<file path="src/inc/tff_pkg.sv">
package tff_pkg;

    ////////////////////////////////////////////////////////////////////////////
    // Buffer geometry
    localparam int unsigned DATA_W      = 16;
    localparam int unsigned DEPTH       = 8;
    localparam int unsigned PTR_W       = 3;
    localparam int unsigned CNT_W       = 4;
    localparam logic [3:0]  DEPTH_CNT   = 4'h8;

    // Write to valid latency in cycles, one less is spent in the delay line
    localparam int unsigned WR_TO_VALID = 3;

    ////////////////////////////////////////////////////////////////////////////
    // Register map, byte addresses on the APB
    localparam int unsigned ADDR_W      = 12;
    localparam logic [11:0] CTRL_OFS    = 12'h000;
    localparam logic [11:0] STATUS_OFS  = 12'h004;

    // Control fields
    localparam int unsigned LOW_LSB     = 0;
    localparam int unsigned HIGH_LSB    = 8;
    localparam logic [3:0]  LOW_RST     = 4'h2;
    localparam logic [3:0]  HIGH_RST    = 4'h7;

    // Status fields
    localparam int unsigned CNT_LSB     = 0;
    localparam int unsigned VALID_BIT   = 8;
    localparam int unsigned LEVEL_BIT   = 9;
    localparam int unsigned HIGH_BIT    = 10;
    localparam int unsigned FULL_BIT    = 11;
    localparam int unsigned MATURE_LSB  = 16;

endpackage

</file>
<file path="src/hdl/tff_mem.sv">
`timescale 1ns/1ps
module tff_mem (
    input  wire logic                            sys_clk_i,  // System clock
    input  wire logic                            rst_b_i,    // Sync reset, active low
    input  wire logic                            we_i,       // Write strobe
    input  wire logic [tff_pkg::PTR_W-1:0]       waddr_i,    // Write address
    input  wire logic [tff_pkg::DATA_W-1:0]      wdata_i,    // Write data
    input  wire logic                            re_i,       // Read enable
    input  wire logic [tff_pkg::PTR_W-1:0]       raddr_i,    // Read address
    output logic      [tff_pkg::DATA_W-1:0]      rdata_o     // Registered read data
);

    logic [tff_pkg::DATA_W-1:0] store [tff_pkg::DEPTH];

    // Storage has no reset, only the read register does
    always_ff @(posedge sys_clk_i) begin
        if (we_i) begin
            store[waddr_i] <= wdata_i;
        end
    end

    // Read register holds while re_i is low, which keeps the last read value
    always_ff @(posedge sys_clk_i) begin
        if (!rst_b_i) begin
            rdata_o <= '0;
        end else if (re_i) begin
            rdata_o <= store[raddr_i];
        end
    end

endmodule

</file>
<file path="src/hdl/tff_top.sv">
// Local design decisions: the placing of the registers and the APB register port.
`timescale 1ns/1ps
module tff_top (
    input  wire logic                            sys_clk_i,   // System clock, 125 MHz
    input  wire logic                            rst_b_i,     // Sync reset, active low
    input  wire logic                            wr_i,        // Write strobe
    input  wire logic [tff_pkg::DATA_W-1:0]      wr_data_i,   // Write data
    output logic                                 wr_ready_o,  // Room for a write
    input  wire logic                            rd_ack_i,    // Read acknowledge
    output logic      [tff_pkg::DATA_W-1:0]      rd_data_o,   // Head data
    output logic                                 valid_o,     // Head data valid
    output logic                                 level_o,     // Count at or above low
    output logic                                 high_o,      // Count at or above high
    input  wire logic                            psel_i,      // APB select
    input  wire logic                            penable_i,   // APB enable
    input  wire logic                            pwrite_i,    // APB direction
    input  wire logic [tff_pkg::ADDR_W-1:0]      paddr_i,     // APB byte address
    input  wire logic [31:0]                     pwdata_i,    // APB write data
    input  wire logic [3:0]                      pstrb_i,     // APB byte strobes
    output logic      [31:0]                     prdata_o,    // APB read data
    output logic                                 pready_o,    // APB ready
    output logic                                 pslverr_o    // APB error
);

    ////////////////////////////////////////////////////////////////////////////
    // Declarations

    logic [tff_pkg::CNT_W-1:0]  cnt;
    logic [tff_pkg::CNT_W-1:0]  next_cnt;
    logic [tff_pkg::CNT_W-1:0]  mature;
    logic [tff_pkg::CNT_W-1:0]  next_mature;
    logic [tff_pkg::PTR_W-1:0]  wptr;
    logic [tff_pkg::PTR_W-1:0]  rptr;
    logic [tff_pkg::PTR_W-1:0]  next_rptr;
    logic                       next_valid;
    logic                       wr_acc;
    logic                       rd_acc;
    logic                       wr_d1;
    logic                       wr_d2;
    logic [3:0]                 low_lim;
    logic [3:0]                 high_lim;
    logic                       apb_setup;
    logic                       apb_wr;

    ////////////////////////////////////////////////////////////////////////////
    // Helpers

    // Threshold compare, shared by the level and high flags
    function automatic logic lim_hit(input logic [3:0] count, input logic [3:0] lim);
        lim_hit = (count >= lim);
    endfunction

    // Address decode, used by the error answer only; the read mux compares the offsets itself
    function automatic logic addr_known(input logic [tff_pkg::ADDR_W-1:0] addr);
        addr_known = (addr == tff_pkg::CTRL_OFS) || (addr == tff_pkg::STATUS_OFS);
    endfunction

    ////////////////////////////////////////////////////////////////////////////
    // Accepted strobes

    // A write while full is dropped; wr_ready_o warns the producer beforehand
    assign wr_acc = wr_i && (cnt != tff_pkg::DEPTH_CNT);
    // An acknowledge against a low valid is ignored rather than corrupting state
    assign rd_acc = rd_ack_i && valid_o;

    ////////////////////////////////////////////////////////////////////////////
    // Next-state terms

    // Occupancy moves at once on both write and read
    always_comb begin
        next_cnt = cnt;
        if (wr_acc && !rd_acc) begin
            next_cnt = cnt + 4'h1;
        end else if (rd_acc && !wr_acc) begin
            next_cnt = cnt - 4'h1;
        end
    end

    // Entries become readable only once they leave the write delay line
    always_comb begin
        next_mature = mature;
        if (wr_d2 && !rd_acc) begin
            next_mature = mature + 4'h1;
        end else if (rd_acc && !wr_d2) begin
            next_mature = mature - 4'h1;
        end
    end

    assign next_rptr  = rptr + {{(tff_pkg::PTR_W-1){1'b0}}, rd_acc};
    // Valid needs a mature head, so young writes behind a read leave it low
    assign next_valid = (next_mature != 4'h0);

    ////////////////////////////////////////////////////////////////////////////
    // Write delay line

    // Two stages plus the valid flop make the three-cycle write latency
    always_ff @(posedge sys_clk_i) begin
        if (!rst_b_i) begin
            wr_d1 <= 1'b0;
            wr_d2 <= 1'b0;
        end else begin
            wr_d1 <= wr_acc;
            wr_d2 <= wr_d1;
        end
    end

    ////////////////////////////////////////////////////////////////////////////
    // Pointers and counters

    // Write pointer wraps naturally at the power-of-two depth
    always_ff @(posedge sys_clk_i) begin
        if (!rst_b_i) begin
            wptr <= '0;
        end else if (wr_acc) begin
            wptr <= wptr + 3'h1;
        end
    end

    // Read pointer follows accepted acknowledges only
    always_ff @(posedge sys_clk_i) begin
        if (!rst_b_i) begin
            rptr <= '0;
        end else begin
            rptr <= next_rptr;
        end
    end

    // Occupancy
    always_ff @(posedge sys_clk_i) begin
        if (!rst_b_i) begin
            cnt <= '0;
        end else begin
            cnt <= next_cnt;
        end
    end

    // Count of entries old enough to be presented
    always_ff @(posedge sys_clk_i) begin
        if (!rst_b_i) begin
            mature <= '0;
        end else begin
            mature <= next_mature;
        end
    end

    ////////////////////////////////////////////////////////////////////////////
    // Flags

    // Valid uses the long path, level and high the short one, so they can
    // disagree for a few cycles after a write into an empty buffer
    always_ff @(posedge sys_clk_i) begin
        if (!rst_b_i) begin
            valid_o <= 1'b0;
            level_o <= 1'b0;
            high_o  <= 1'b0;
        end else begin
            valid_o <= next_valid;
            level_o <= lim_hit(next_cnt, low_lim);
            high_o  <= lim_hit(next_cnt, high_lim);
        end
    end

    // Ready reflects the count, so it is honest in the cycle it is seen
    always_ff @(posedge sys_clk_i) begin
        if (!rst_b_i) begin
            wr_ready_o <= 1'b0;
        end else begin
            wr_ready_o <= (next_cnt != tff_pkg::DEPTH_CNT);
        end
    end

    ////////////////////////////////////////////////////////////////////////////
    // Storage

    // Read data loads only when the head after this edge is valid, so the bus
    // holds the last read value when valid falls
    tff_mem u_mem (
        .sys_clk_i (sys_clk_i),
        .rst_b_i   (rst_b_i),
        .we_i      (wr_acc),
        .waddr_i   (wptr),
        .wdata_i   (wr_data_i),
        .re_i      (next_valid),
        .raddr_i   (next_rptr),
        .rdata_o   (rd_data_o)
    );

    ////////////////////////////////////////////////////////////////////////////
    // APB slave

    assign apb_setup = psel_i && !penable_i;
    assign apb_wr    = psel_i && penable_i && pwrite_i && pready_o;

    // Fixed zero-wait answer: ready in every access phase
    always_ff @(posedge sys_clk_i) begin
        if (!rst_b_i) begin
            pready_o <= 1'b0;
        end else begin
            pready_o <= apb_setup;
        end
    end

    // Unmapped addresses answer with an error and read as zero
    always_ff @(posedge sys_clk_i) begin
        if (!rst_b_i) begin
            pslverr_o <= 1'b0;
        end else begin
            pslverr_o <= apb_setup && !addr_known(paddr_i);
        end
    end

    // Read data is captured in the setup cycle
    always_ff @(posedge sys_clk_i) begin
        if (!rst_b_i) begin
            prdata_o <= '0;
        end else if (apb_setup && !pwrite_i && paddr_i == tff_pkg::CTRL_OFS) begin
            prdata_o <= '0;
            prdata_o[tff_pkg::LOW_LSB +: 4]  <= low_lim;
            prdata_o[tff_pkg::HIGH_LSB +: 4] <= high_lim;
        end else if (apb_setup && !pwrite_i && paddr_i == tff_pkg::STATUS_OFS) begin
            prdata_o <= '0;
            prdata_o[tff_pkg::CNT_LSB +: 4]    <= cnt;
            prdata_o[tff_pkg::VALID_BIT]       <= valid_o;
            prdata_o[tff_pkg::LEVEL_BIT]       <= level_o;
            prdata_o[tff_pkg::HIGH_BIT]        <= high_o;
            prdata_o[tff_pkg::FULL_BIT]        <= (cnt == tff_pkg::DEPTH_CNT);
            prdata_o[tff_pkg::MATURE_LSB +: 4] <= mature;
        end else if (apb_setup) begin
            prdata_o <= '0;
        end
    end

    // Limits live in byte lanes 0 and 1; no clamp, software picks sane values
    always_ff @(posedge sys_clk_i) begin
        if (!rst_b_i) begin
            low_lim  <= tff_pkg::LOW_RST;
            high_lim <= tff_pkg::HIGH_RST;
        end else if (apb_wr && paddr_i == tff_pkg::CTRL_OFS) begin
            if (pstrb_i[0]) begin
                low_lim <= pwdata_i[tff_pkg::LOW_LSB +: 4];
            end
            if (pstrb_i[1]) begin
                high_lim <= pwdata_i[tff_pkg::HIGH_LSB +: 4];
            end
        end
    end

    ////////////////////////////////////////////////////////////////////////////
    // Checks

    // Empty buffer: valid appears on the third edge after the write
    v_rise_a: assert property (@(posedge sys_clk_i) disable iff (!rst_b_i)
        wr_acc && cnt == 4'h0 |-> ##3 valid_o)
        else $error("valid did not rise three cycles after first write");

    // Empty buffer: valid stays low for the two cycles in between
    empty_wait_a: assert property (@(posedge sys_clk_i) disable iff (!rst_b_i)
        wr_acc && cnt == 4'h0 |-> !valid_o ##1 !valid_o ##1 !valid_o)
        else $error("valid rose early after first write");

    // First word reaches the bus together with valid
    q_lat_a: assert property (@(posedge sys_clk_i) disable iff (!rst_b_i)
        wr_acc && cnt == 4'h0 |-> ##3 (rd_data_o == $past(wr_data_i, 3)))
        else $error("output data late or wrong after first write");

    // A lone read lowers the count by one at the next edge
    rd_upd_a: assert property (@(posedge sys_clk_i) disable iff (!rst_b_i)
        rd_acc && !wr_acc |=> (cnt == $past(cnt) - 4'h1) && !$stable(rptr))
        else $error("read did not update state in one cycle");

    // Level flag tracks count against the low limit
    level_ok_a: assert property (@(posedge sys_clk_i) disable iff (!rst_b_i)
        $stable(low_lim) |-> level_o == (cnt >= low_lim))
        else $error("level flag disagrees with count");

    // High flag tracks count against the high limit
    high_ok_a: assert property (@(posedge sys_clk_i) disable iff (!rst_b_i)
        $stable(high_lim) |-> high_o == (cnt >= high_lim))
        else $error("high flag disagrees with count");

    // Reading the only mature entry drops valid even with young entries behind
    v_drop_a: assert property (@(posedge sys_clk_i) disable iff (!rst_b_i)
        rd_acc && mature == 4'h1 && !wr_d2 |=> !valid_o)
        else $error("valid stayed high with only young entries");

    // Bus holds the last read value when valid falls
    q_hold_a: assert property (@(posedge sys_clk_i) disable iff (!rst_b_i)
        $fell(valid_o) |-> $stable(rd_data_o))
        else $error("output data changed when valid fell");

    // APB answers in the cycle after setup
    apb_ready_a: assert property (@(posedge sys_clk_i) disable iff (!rst_b_i)
        psel_i && !penable_i |=> pready_o)
        else $error("APB ready missing in access phase");

endmodule

</file>
<file path="config.mk">
export PLATFORM = sky130hd
export DESIGN_NAME = tff_top
export DESIGN_NICKNAME = d
export VERILOG_FILES = /design/src/inc/tff_pkg.sv /design/src/hdl/tff_mem.sv /design/src/hdl/tff_top.sv
export SDC_FILE = /design/constraint.sdc
export NUM_CORES = 1
export LEC_CHECK = 0
export ABC_AREA = 1
export BUFFER_PORTS_ARGS = -buffer_cell sky130_fd_sc_hd__buf_2
export CAP_MARGIN = 5
export CORE_UTILIZATION = 45
export DETAILED_ROUTE_END_ITERATION = 8
export PLACE_DENSITY = 0.63
export SLEW_MARGIN = 20
export SYNTH_ARGS = -nofsm -noshare
export SYNTH_HDL_FRONTEND = slang
export SYNTH_SLANG_ARGS = --single-unit
</file>
<file path="constraint.sdc">
create_clock -name sys_clk_i -period 6.2 [get_ports sys_clk_i]
set_clock_uncertainty 0.15 [all_clocks]
set_input_delay 0.62 -clock sys_clk_i [delete_from_list [all_inputs] [get_ports sys_clk_i]]
set_output_delay 0.62 -clock sys_clk_i [all_outputs]
set_load 0.005 [all_outputs]
</file>
Yosys cells after proc, flatten, opt, wreduce, memory -nomap -nowiden
Memories as Yosys holds them, arrays and structs flattened. A register that Yosys moved wholly into a read port is not among the register bits.
Index checks and enable logic that the tools add are counted.
W data, S select, Z words.
Storage, ports and cells
  input bits: 71
  memories kept: 1
  RAM bits: 128
  flip-flop bits (word level): 42
Cells by class
  order comparisons: 2
  bitwise operators: 1
  reduce and logical (&&, ||, !) cells: 30
  eq/ne operators: 4
  multiplexer cells: 9
  add/sub/neg operators: 6
Memory list
  u_mem.store: words 8, bits a word 16, rd ports 1, clocked after memory_dff 1, wr ports 1, line tff_mem.sv:13  | logic [tff_pkg::DATA_W-1:0] store [tff_pkg::DEPTH];
Operators by type and width (count)
  $mux W20: 2
  $mux W4: 4
  $logic_and A1 B1 Y1: 15
  $eq A12 B3 Y1 const B: 1
  $logic_not A12 Y1: 1
  $mux W12: 1
  $add A4 B1 Y4 const B: 2
  $ge A4 B4 Y1: 2
  $ne A4 B4 Y1 const B: 2
  $sub A4 B1 Y4 const B: 2
  $logic_not A1 Y1: 7
  $eq A4 B4 Y1 const B: 1
  $reduce_and A2 Y1: 2
  $reduce_bool A4 Y1: 1
  $add A3 B1 Y3: 1
  $add A3 B1 Y3 const B: 1
  $reduce_bool A3 Y1: 1
  $mux W1: 2
  $reduce_bool A2 Y1: 1
  $reduce_or A2 Y1: 1
  $logic_or A1 B1 Y1: 1
  $not A1 Y1: 1

Logic depth before layout (Yosys ltp)
Gate-level depths: netlist of run 1.
  depth after elaboration: 7
  mapped depth: 17
  gate-level depth less buffers: 17

By module
A second synthesis of run 1 with hierarchy kept.
Unflattened totals
  cell total of the unflattened synthesis: 924
  area, all modules: 8431.8 µm²
Modules (own cells, without submodules)
  tff_mem: cells an instance 591, times used 1, sequential area each 4164.0 µm², area each 6144.6 µm²
  tff_top: cells an instance 333, times used 1, sequential area each 840.8 µm², area each 2287.2 µm²

Worst setup path before layout of run 1
OpenSTA, ideal clock, no wires.
  path kind: input-to-reg
  from: input rd_ack_i
  to: register u_mem.rdata_o[14] in the netlist's numbering, read port of u_mem.store
  stages: 14
  data required time: 5937 ps
  library setup time: 113 ps
  path buffers: 2
  slack: 3763 ps
  data arrival time: 2174 ps
  cell sequence: nand2_2 > inv_1 > ha_1 > ha_1 > buf_2 > inv_1 > clkbuf_1 > nand3_1 > nand3_1 > nand2_1 > inv_1 > nand2_1 > nand2_1 > nor2_1
RTL lines
  start, declared: line tff_top.sv:9  | input wire logic rd_ack_i,
  $logic_and A1 B1 Y1: line tff_top.sv:64  | assign rd_acc = rd_ack_i && valid_o;
  $add A3 B1 Y3: line tff_top.sv:89  | assign next_rptr = rptr + {{(tff_pkg::PTR_W-1){1'b0}}, rd_acc};
  net next_rptr, one bit: line tff_top.sv:34  | logic [tff_pkg::PTR_W-1:0] next_rptr;
  end, declared: line tff_mem.sv:10  | output logic [tff_pkg::DATA_W-1:0] rdata_o
The timed path passes the listed nets, and every way through them passes these cells.
A chain may end at the register's enable or synchronous reset.

Worst setup path after layout of run 1
  from: register valid_o
  to: register u_mem.rdata_o[2] in the netlist's numbering, read port of u_mem.store
RTL lines
  start, declared: line tff_top.sv:11  | output logic valid_o,
  start signal, assigned: line tff_top.sv:157  | valid_o <= next_valid;
  $logic_and A1 B1 Y1: line tff_top.sv:64
  $add A3 B1 Y3: line tff_top.sv:89
  net next_rptr, one bit: line tff_top.sv:34
The timed path passes the listed nets, and every way through them passes these cells.

==> qor.txt, run 1 <==
Clock Latency Late Sink -> 0.43 ns
HP Class -> in2reg
Yosys top cell area share -> 0.475
vias in the first global route -> 5140
Pwr per Cell Area -> 391 nW/um2
fin. max-slew vios -> 0
core footprint -> 17400 um2
clock sinks -> 186
vias per inst -> 4.90
post-CTS setup repair buffer count -> 0
worst vdd rail ir drop -> 0.000241 V
Final GP Congestion -> 0.795
R2R Setup Slk -> 2.53 ns
CTS Hold Bufs -> 0
slew of the pin with the lowest slew margin -> 1.04 ns
Multi-input gate area -> 2540 um2
die width -> 136 um
HPWL reported at the end of detailed placement -> 10300 um
Die Area -> 18500 um2
most frequent cell after synthesis -> nand2_1
RR Endpoint -> u_mem.rdata_o[2]
slew margin rel. -> 0.304
pin count of the biggest net entering global routing -> 67
first-pass GRT wire length -> 26400 um
Max Freq -> 272 MHz
Clock Tree Buf Depth -> 2
Synth cell types -> 33
status -> complete, no violations
HP Start -> pwdata_i[8]
launching element type of the critical path -> register
clock-pin slew on the worst setup and hold paths -> 0.07 ns
drt first pass iters -> 4
cell taking the most area after synthesis -> edfxtp_1
CTS tree -> done
PortBufs -> 78
Routed Antenna Nets -> 0
crit path max fanout -> 66
number of flops mapped to enable cells by yosys -> 128
number of H-tree levels -> 4
Sequential Power Share -> 0.414
area grow syn2layout -> 13.6%
arrival time worst endpoint -> 3.85 ns
num rows -> 48
Setup violations, final -> 0
Initial Util -> 0.464
Final Cell Area -> 9180 um2
syn avg cell area -> 9.47 um2
gr ovfl total -> 0
DRC viols -> 0
YS warnings -> 0
Critical R2R Launch -> valid_o
ys async rst share -> 0
post-synthesis instance total -> 854
worst hold slack -> 0.238 ns
Fill cells -> 1626
critical path required time -> 6.38 ns
Synth area leaders -> edfxtp_1, dfxtp_1, nand2_1, nand3_1, nor2_1
#FFs+latches synth -> 186
DR vias -> 5708
critical path, cell by cell -> nand2_2 > inv_1 > ha_2 > buf_4 > clkinv_2 > nand2_1 > nand3_1 > nand3_1 > nand2_1 > inv_1 > nand2_1 > inv_1 > nor2_1
CTS resizes -> 0
wire per inst -> 14.5 um
Largest stage delay, worst path -> 0.96 ns
root cell of the clock tree -> clkbuf_16
crit path kind -> reg2reg
Hold Violations, Final -> 0
Antenna diodes -> 0
sequential cell area fraction in the yosys report -> 0.619
fin nets -> 1010
fraction of layout cells with a size suffix above 1 -> 0.147
switching pwr -> 0.00123 W
most frequent cells after synthesis -> nand2_1, edfxtp_1, nand3_1
clock power share -> 0.302
register area -> 5000 um2
ys flop type -> edfxtp_1
drt first-iter violations -> 278
die height -> 136 um
Max-Cap Viols -> 0
period utilisation layout -> 0.592
Hold Path Depth -> 3
sw frac -> 0.342
antenna violations before repair -> 1
Tot GR Track Use -> 0.192
Mapped Area -> 8080 um2
CP endpoint kind -> register
Num CTS Buffers -> 17
slowest stage cell, crit path -> clkinv_2
Cell Int Power -> 0.00236 W
setup tns final -> 0 ns
minimum clock period -> 3.67 ns
Pleak -> 3.99 nW
worst reg-to-reg path cell count -> 13
combinational share of power -> 0.284
WL final -> 16900 um
Ports -> 125
area post-placement -> 8590 um2
endpoint of the worst hold path -> high_lim[0]
RSZ-0062 raised after global routing -> false
==> worst max-delay path by stage <==
stage,from,to,cells past startpoint
final,valid_o,u_mem.rdata_o[2],13
after global routing,valid_o,u_mem.rdata_o[7],13
after CTS,valid_o,u_mem.rdata_o[9],13
after detailed placement,rd_ack_i,u_mem.rdata_o[11],14
after global placement,rd_ack_i,u_mem.rdata_o[2],14
after floorplan,rd_ack_i,u_mem.rdata_o[14],14
==> cells by family (layout without fill, tap and decap cells) <==
kind of cell    Yosys count  after routing  share of synthesized area
buf+inv                 132            198                     0.0761
flops                   186            186                      0.619
fa+ha+maj                13             13                     0.0201
compound gates           37             37                     0.0238
other cells               1             20                   0.000464
simple gates            483            483                      0.257
xor+xnor                  2              2                    0.00310
==> layout by cell type, fill, tap and decap left out, types with 2 or more instances in the layout <==
cell,synthesis,final
bufinv_16,0,2
edfxtp_1,128,128
nor2_1,72,72
inv_6,0,3
a21oi_1,19,19
o211ai_1,2,2
nor2_4,2,2
clkinv_4,0,3
clkinvlp_4,0,3
buf_4,20,11
conb_1,1,20
nor3_1,3,2
clkbuf_16,0,17
clkinv_1,6,8
inv_2,3,2
buf_2,18,78
ha_1,13,12
inv_8,0,2
clkinv_2,0,2
nand2_1,258,258
inv_1,68,67
o21ai_0,13,13
o21ai_1,2,2
dfxtp_1,58,58
nand2_2,6,6
nand4_1,11,11
nand3_1,123,123
==> registers in the layout (all words and copies together) (netlist names), 3 cells and up <==
name           count
high_lim           4
wptr               3
mature             4
u_mem.rdata_o     16
u_mem.store      128
cnt                4
prdata_o          12
low_lim            4
rptr               3
==> worst max-delay path: cells and delay by family, from the launching register on <==
family | cells | cell delay, ns
adders and majority gates | 1 | 0.33
buffers and inverters | 5 | 1.82
DFF | 1 | 0.37
and+or+nand+nor | 7 | 0.85
==> cell type report <==
class / count / share of cell area
Tap cell: 225 / 0.0307
Timing Repair Buffer: 89 / 0.0515
Inverter: 77 / 0.0316
Clock buffer: 17 / 0.0463
Clock inverter: 15 / 0.0181
Multi-Input combinational cell: 555 / 0.277
Sequential cell: 186 / 0.545
==> metrics by stage <==
stage,cells,utilization,total power (W),worst slack [ns]
CTS,1164,0.527,0.00362,2.73
finish,1164,0.527,0.00359,2.53
detailed placement,1132,0.493,0.00254,2.48
global placement,1132,0.493,0.00252,2.54
floorplan,873,-,0.00229,3.76
global route,1164,0.527,0.00383,2.18
==> power groups by stage <==
stage | logic (W) | clock network, W | registers (W)
final | 0.00102 | 0.00108 | 0.00149
after global routing | 0.00118 | 0.00115 | 0.00150
after CTS | 0.00103 | 0.00110 | 0.00149
after detailed placement | 0.00103 | 0 | 0.00152
after global placement | 0.00100 | 0 | 0.00151
after floorplan | 0.000782 | 0 | 0.00151
==> layer usage <==
metal	up-vias	track usage	share of wire
met5	-	0	0.00059
met4	2	0.0685	0.013
met3	21	0.0369	0.050
met2	152	0.326	0.49
met1	2618	0.242	0.45
li1	2915	-	-
Power figures use the tool's default switching activity.
==> run 2, diff against run 1 <==
Settings changed: ABC_AREA 1 to 0, PLACE_DENSITY 0.63 to 0.66.
Clock period 6.2 ns to 3.1 ns, I/O delays scaled along.
==> run 2 against run 1 <==
First-iteration DRC count down 18%. Combinational power up 57%. Area after synthesis shrank 5.6%. Worst setup slack got worse by 2.2 ns. Global-route usage decreased by 0.95 points. Via count shrank 22%. Die area shrank 5.6%. Maximum frequency is 32% higher. Power increased by 93%. Sequential share of layout area decreased by 0.41 points. Register-to-register slack got worse by 2.2 ns. Final area increased by 0.76%. Critical path type unchanged.
==> qor.txt, run 2 <==
most flop-heavy register -> u_mem.store
launching element type of the critical path -> register
clock-pin slew on the worst setup and hold paths -> 0.07 ns
Multi-input gate area -> 2410 um2
post-synthesis instance total -> 508
#FFs+latches synth -> 186
Fill cells -> 1330
slew margin rel. -> 0.595
Power Total -> 0.00693 W
drt first pass iters -> 4
Yosys top cell area share -> 0.504
Antenna diodes -> 0
Synth area leaders -> edfxtp_1, dfxtp_1, mux4_2, mux2i_1, nand2_1
Clock Tree Buf Depth -> 2
commonest non-fill, non-tap cell in the layout -> edfxtp_1
CP endpoint kind -> register
minimum clock period -> 2.79 ns
vias per inst -> 5.17
Clock Latency Late Sink -> 0.43 ns
post-CTS setup repair buffer count -> 0
fraction of layout cells with a size suffix above 1 -> 0.304
HPWL reported at the end of detailed placement -> 9440 um
slew of the pin with the lowest slew margin -> 0.607 ns
Max Freq -> 359 MHz
wire per inst -> 17.5 um
Initial Util -> 0.460
drt first-iter violations -> 228
worst vdd rail ir drop -> 0.000465 V
DR vias -> 4438
status -> complete, no violations
Pleak -> 3.53 nW
critical path required time -> 3.27 ns
R2R Setup Slk -> 0.31 ns
Max-Cap Viols -> 0
WL final -> 15000 um
Num CTS Buffers -> 17
pin count of the biggest net entering global routing -> 34
crit path max fanout -> 6
PortBufs -> 78
DRC viols -> 0
syn avg cell area -> 15.0 um2
num rows -> 47
fin nets -> 710
Largest regs -> u_mem.store x128, u_mem.rdata_o x16, prdata_o x12
Routed Antenna Nets -> 0
antenna violations before repair -> 0
vias in the first global route -> 4395
gr ovfl total -> 0
Ports -> 125
Die Area -> 17500 um2
max reg flops -> 128
HP Class -> in2reg
cell taking the most area after synthesis -> edfxtp_1
Synth cell types -> 46
Setup violations, final -> 0
first-pass GRT wire length -> 23800 um
die height -> 132 um
ys flop type -> edfxtp_1
Mapped Area -> 7630 um2
most frequent cell after synthesis -> edfxtp_1
root cell of the clock tree -> clkbuf_16
number of flops mapped to enable cells by yosys -> 128
clock sinks -> 186
register area -> 5000 um2
YS warnings -> 0
Pwr per Cell Area -> 749 nW/um2
period utilisation layout -> 0.898
CTS tree -> done
Hold Violations, Final -> 0
arrival time worst endpoint -> 2.95 ns
ys async rst share -> 0
RSZ-0062 raised after global routing -> false
core footprint -> 16600 um2
number of H-tree levels -> 4
commonest non-fill, non-tap cells in the layout -> edfxtp_1, buf_2, dfxtp_1
area grow syn2layout -> 21.3%
most frequent cells after synthesis -> edfxtp_1, dfxtp_1, nand2_1
fin. max-slew vios -> 0
die width -> 132 um
crit path kind -> reg2reg
sequential cell area fraction in the yosys report -> 0.656
Final GP Congestion -> 0.777
Tot GR Track Use -> 0.182
setup tns final -> 0 ns
==> run 2: path summary, 6_finish.rpt <==
kind                from         to  depth (start not counted)
min          paddr_i[11]  pslverr_o                          4
max reg2reg       cnt[0]     high_o                         11
min reg2reg        wr_d1      wr_d2                          1
max               cnt[0]     high_o                         11
==> run 2: worst max-delay path: stages, from the launching register on <==
cell and delay, ns:
dfxtp_1 0.45, inv_1 0.08, ha_1 0.23, nand2_1 0.14, o21ai_1 0.15, maj3_1 0.39
mux2i_1 0.26, inv_1 0.11, ha_1 0.29, a21o_1 0.17, o2111ai_1 0.18, nand3_1 0.08
==> run 2: power by group <==
| part | leakage, nW | internal (W) | switching (W) |
|---|---|---|---|
| Combinational | 1.57 | 0.000832 | 0.000765 |
| Clock | 0.321 | 0.00139 | 0.000983 |
| Sequential | 1.64 | 0.00285 | 0.000123 |
==> run 2: layout make-up <==
class | count | share of cell area
sequential | 186 | 0.541
multi-input combinational | 283 | 0.261
timing repair buffer | 124 | 0.0928
clock buffer | 17 | 0.0460
tap | 220 | 0.0297
clock inverter | 15 | 0.0241
inverter | 14 | 0.00568
==> run 2: kinds of logic (layout without fill, tap and decap cells) <==
kind of cell / Yosys count / after routing / synth area share
buf+inv: 58 / 170 / 0.0423
compound gates: 39 / 39 / 0.0351
other cells: 1 / 20 / 0.000492
simple gates: 126 / 126 / 0.0797
fa+ha+maj: 15 / 15 / 0.0239
mux: 73 / 73 / 0.151
xor+xnor: 10 / 10 / 0.0115
flops: 186 / 186 / 0.656
==> run 2: per-stage QoR <==
step / std cells / area [um2] / hold WS, ns / utilization / setup WS (ns)
6_report: 859 / 9250 / 0.116 / 0.558 / 0.315
3_3_place_gp: 803 / 8370 / 0.271 / 0.504 / 0.434
2_1_floorplan: 527 / 7710 / 0.259 / - / 0.303
3_5_place_dp: 803 / 8370 / 0.272 / 0.504 / 0.346
5_1_grt: 859 / 9250 / 0.126 / 0.558 / 0.0562
4_1_cts: 859 / 9250 / 0.0911 / 0.558 / 0.329
==> run 2: metal layers <==
| metal | vias to the layer above | routed length [um] | track usage |
|---|---|---|---|
| li1 | 2102 | - | - |
| met1 | 2207 | 6870 | 0.226 |
| met2 | 120 | 7400 | 0.311 |
| met3 | 9 | 658 | 0.0519 |
| met4 | 0 | 119 | 0.0517 |
| met5 | - | 0 | 0 |
==> run 2: what timing repair did <==
action                                  CTS  global route
hold buffers                             24             0
endpoints found under the setup margin    0             0
hold endpoints to repair                136             0
resized for setup                         0             0
==> run 3, diff against run 2 <==
Settings changed: CORE_MARGIN set to 2.
==> run 3 against run 2 <==
Sequential power about the same. Core utilization decreased by 1.5 points. Power decreased by 4.1%. Critical path type unchanged. Register-to-register slack got worse by 0.03 ns. Highest routed layer unchanged. Sequential share of layout area increased by 1.5 points.
==> qor.txt, run 3 (synthesis results as in run 2) <==
Tot GR Track Use -> 0.172
fin util -> 0.543
core footprint -> 16600 um2
area post-placement -> 8300 um2
setup tns final -> 0 ns
area grow syn2layout -> 18.0%
Ports -> 125
sum of buffers and inverters on the critical path -> 2
CTS tree -> done
first-pass GRT wire length -> 23500 um
minimum clock period -> 2.81 ns
Largest regs -> u_mem.store x128, u_mem.rdata_o x16, prdata_o x12
Pleak -> 3.41 nW
HP Class -> in2reg
Setup violations, final -> 0
max reg flops -> 128
Final GP Congestion -> 0.753
clock sinks -> 186
post-route insts no fill -> 842
root cell of the clock tree -> clkbuf_16
fraction of layout cells with a size suffix above 1 -> 0.302
arrival time worst endpoint -> 2.96 ns
gr ovfl total -> 0
cell family with most CP delay -> adder cells
RSZ-0062 raised after global routing -> false
Num CTS Buffers -> 17
Antenna diodes -> 0
Routed Antenna Nets -> 0
fin. max-slew vios -> 0
slew margin rel. -> 0.564
Clock Latency Late Sink -> 0.42 ns
vias per inst -> 5.20
PortBufs -> 78
R2R Setup Slk -> 0.29 ns
crit path max fanout -> 7
wire per inst -> 17.6 um
worst hold slack -> 0.0140 ns
clock-pin slew on the worst setup and hold paths -> 0.07 ns
Hold Violations, Final -> 0
fin nets -> 693
Largest stage delay, worst path -> 0.47 ns
drt first pass iters -> 4
critical path required time -> 3.24 ns
HPWL reported at the end of detailed placement -> 9210 um
crit path kind -> reg2reg
Clock Tree Buf Depth -> 2
num rows -> 47
antenna violations before repair -> 0
commonest non-fill, non-tap cells in the layout -> edfxtp_1, buf_2, dfxtp_1
DRC viols -> 0
commonest non-fill, non-tap cell in the layout -> edfxtp_1
vias in the first global route -> 4384
WL final -> 14800 um
Max Freq -> 355 MHz
pin count of the biggest net entering global routing -> 34
die height -> 134 um
slew of the pin with the lowest slew margin -> 0.653 ns
DR vias -> 4380
die width -> 134 um
Max-Cap Viols -> 0
placed cells -> 797
most flop-heavy register -> u_mem.store
CTS resizes -> 0
launching element type of the critical path -> register
worst vdd rail ir drop -> 0.000548 V
critical path, cell by cell -> inv_1 > ha_1 > nand2_1 > o21ai_1 > maj3_1 > mux2i_1 > inv_1 > ha_1 > a21o_1 > o2111ai_1 > nand3_1
Initial Util -> 0.460
period utilisation layout -> 0.908
status -> complete, no violations
number of H-tree levels -> 4
slowest stage cell, crit path -> dfxtp_1
Die Area -> 18000 um2
Pwr per Cell Area -> 738 nW/um2
Final Cell Area -> 9000 um2
drt first-iter violations -> 205
CP endpoint kind -> register
run 3: final cells by class:
type	count	area (um2)
Clock buffer	18	439
Inverter	14	52.6
Fill cell	1362	7580
Clock inverter	14	139
Tap cell	220	275
Sequential cell	186	5000
Timing Repair Buffer	107	678
Multi-Input combinational cell	283	2410
run 3: timing repair:
action,4_1_cts,5_1_grt
hold buffers,13,0
endpoints found under the hold margin,47,0
buffers inserted,0,0
run 3: layer usage:
metal | vias to the layer above | routed length [um] | global-route usage | share of wire
met3 | 8 | 655 | 0.0401 | 0.044
li1 | 2061 | - | - | -
met2 | 108 | 7530 | 0.296 | 0.51
met4 | 0 | 126 | 0.0456 | 0.0085
met1 | 2203 | 6510 | 0.222 | 0.44
met5 | - | 0 | 0 | 0
run 3: report_power, final:
part,leakage (nW),total [W],internal (W),switching (W)
Clock,0.284,0.00209,0.00115,0.000943
Sequential,1.64,0.00297,0.00285,0.000121
Combinational,1.49,0.00159,0.000824,0.000765
run 3: worst paths after layout:
| path | start | end | cells after the start |
|---|---|---|---|
| worst min-delay path | wr_data_i[4] | u_mem.store[4][4] | 1 |
| worst max-delay path | cnt[1] | level_o | 11 |
| worst max register to register | cnt[1] | level_o | 11 |
| worst min register to register | wr_d1 | wr_d2 | 1 |
run 3: per-stage QoR:
stage	setup WS [ns]	total power, W
final	0.286	0.00665
after global routing	0.139	0.00699
after CTS	0.301	0.00673
after detailed placement	0.320	0.00463
after global placement	0.416	0.00458
after floorplan	0.303	0.00418
run 3: worst register-to-register path, delay by kind of cell (launching register included):
family | cells | cell delay [ns]
buf+inv | 2 | 0.20
flops | 1 | 0.47
compound gates | 3 | 0.51
mux | 1 | 0.24
fa+ha+maj | 3 | 0.88
simple gates | 2 | 0.24
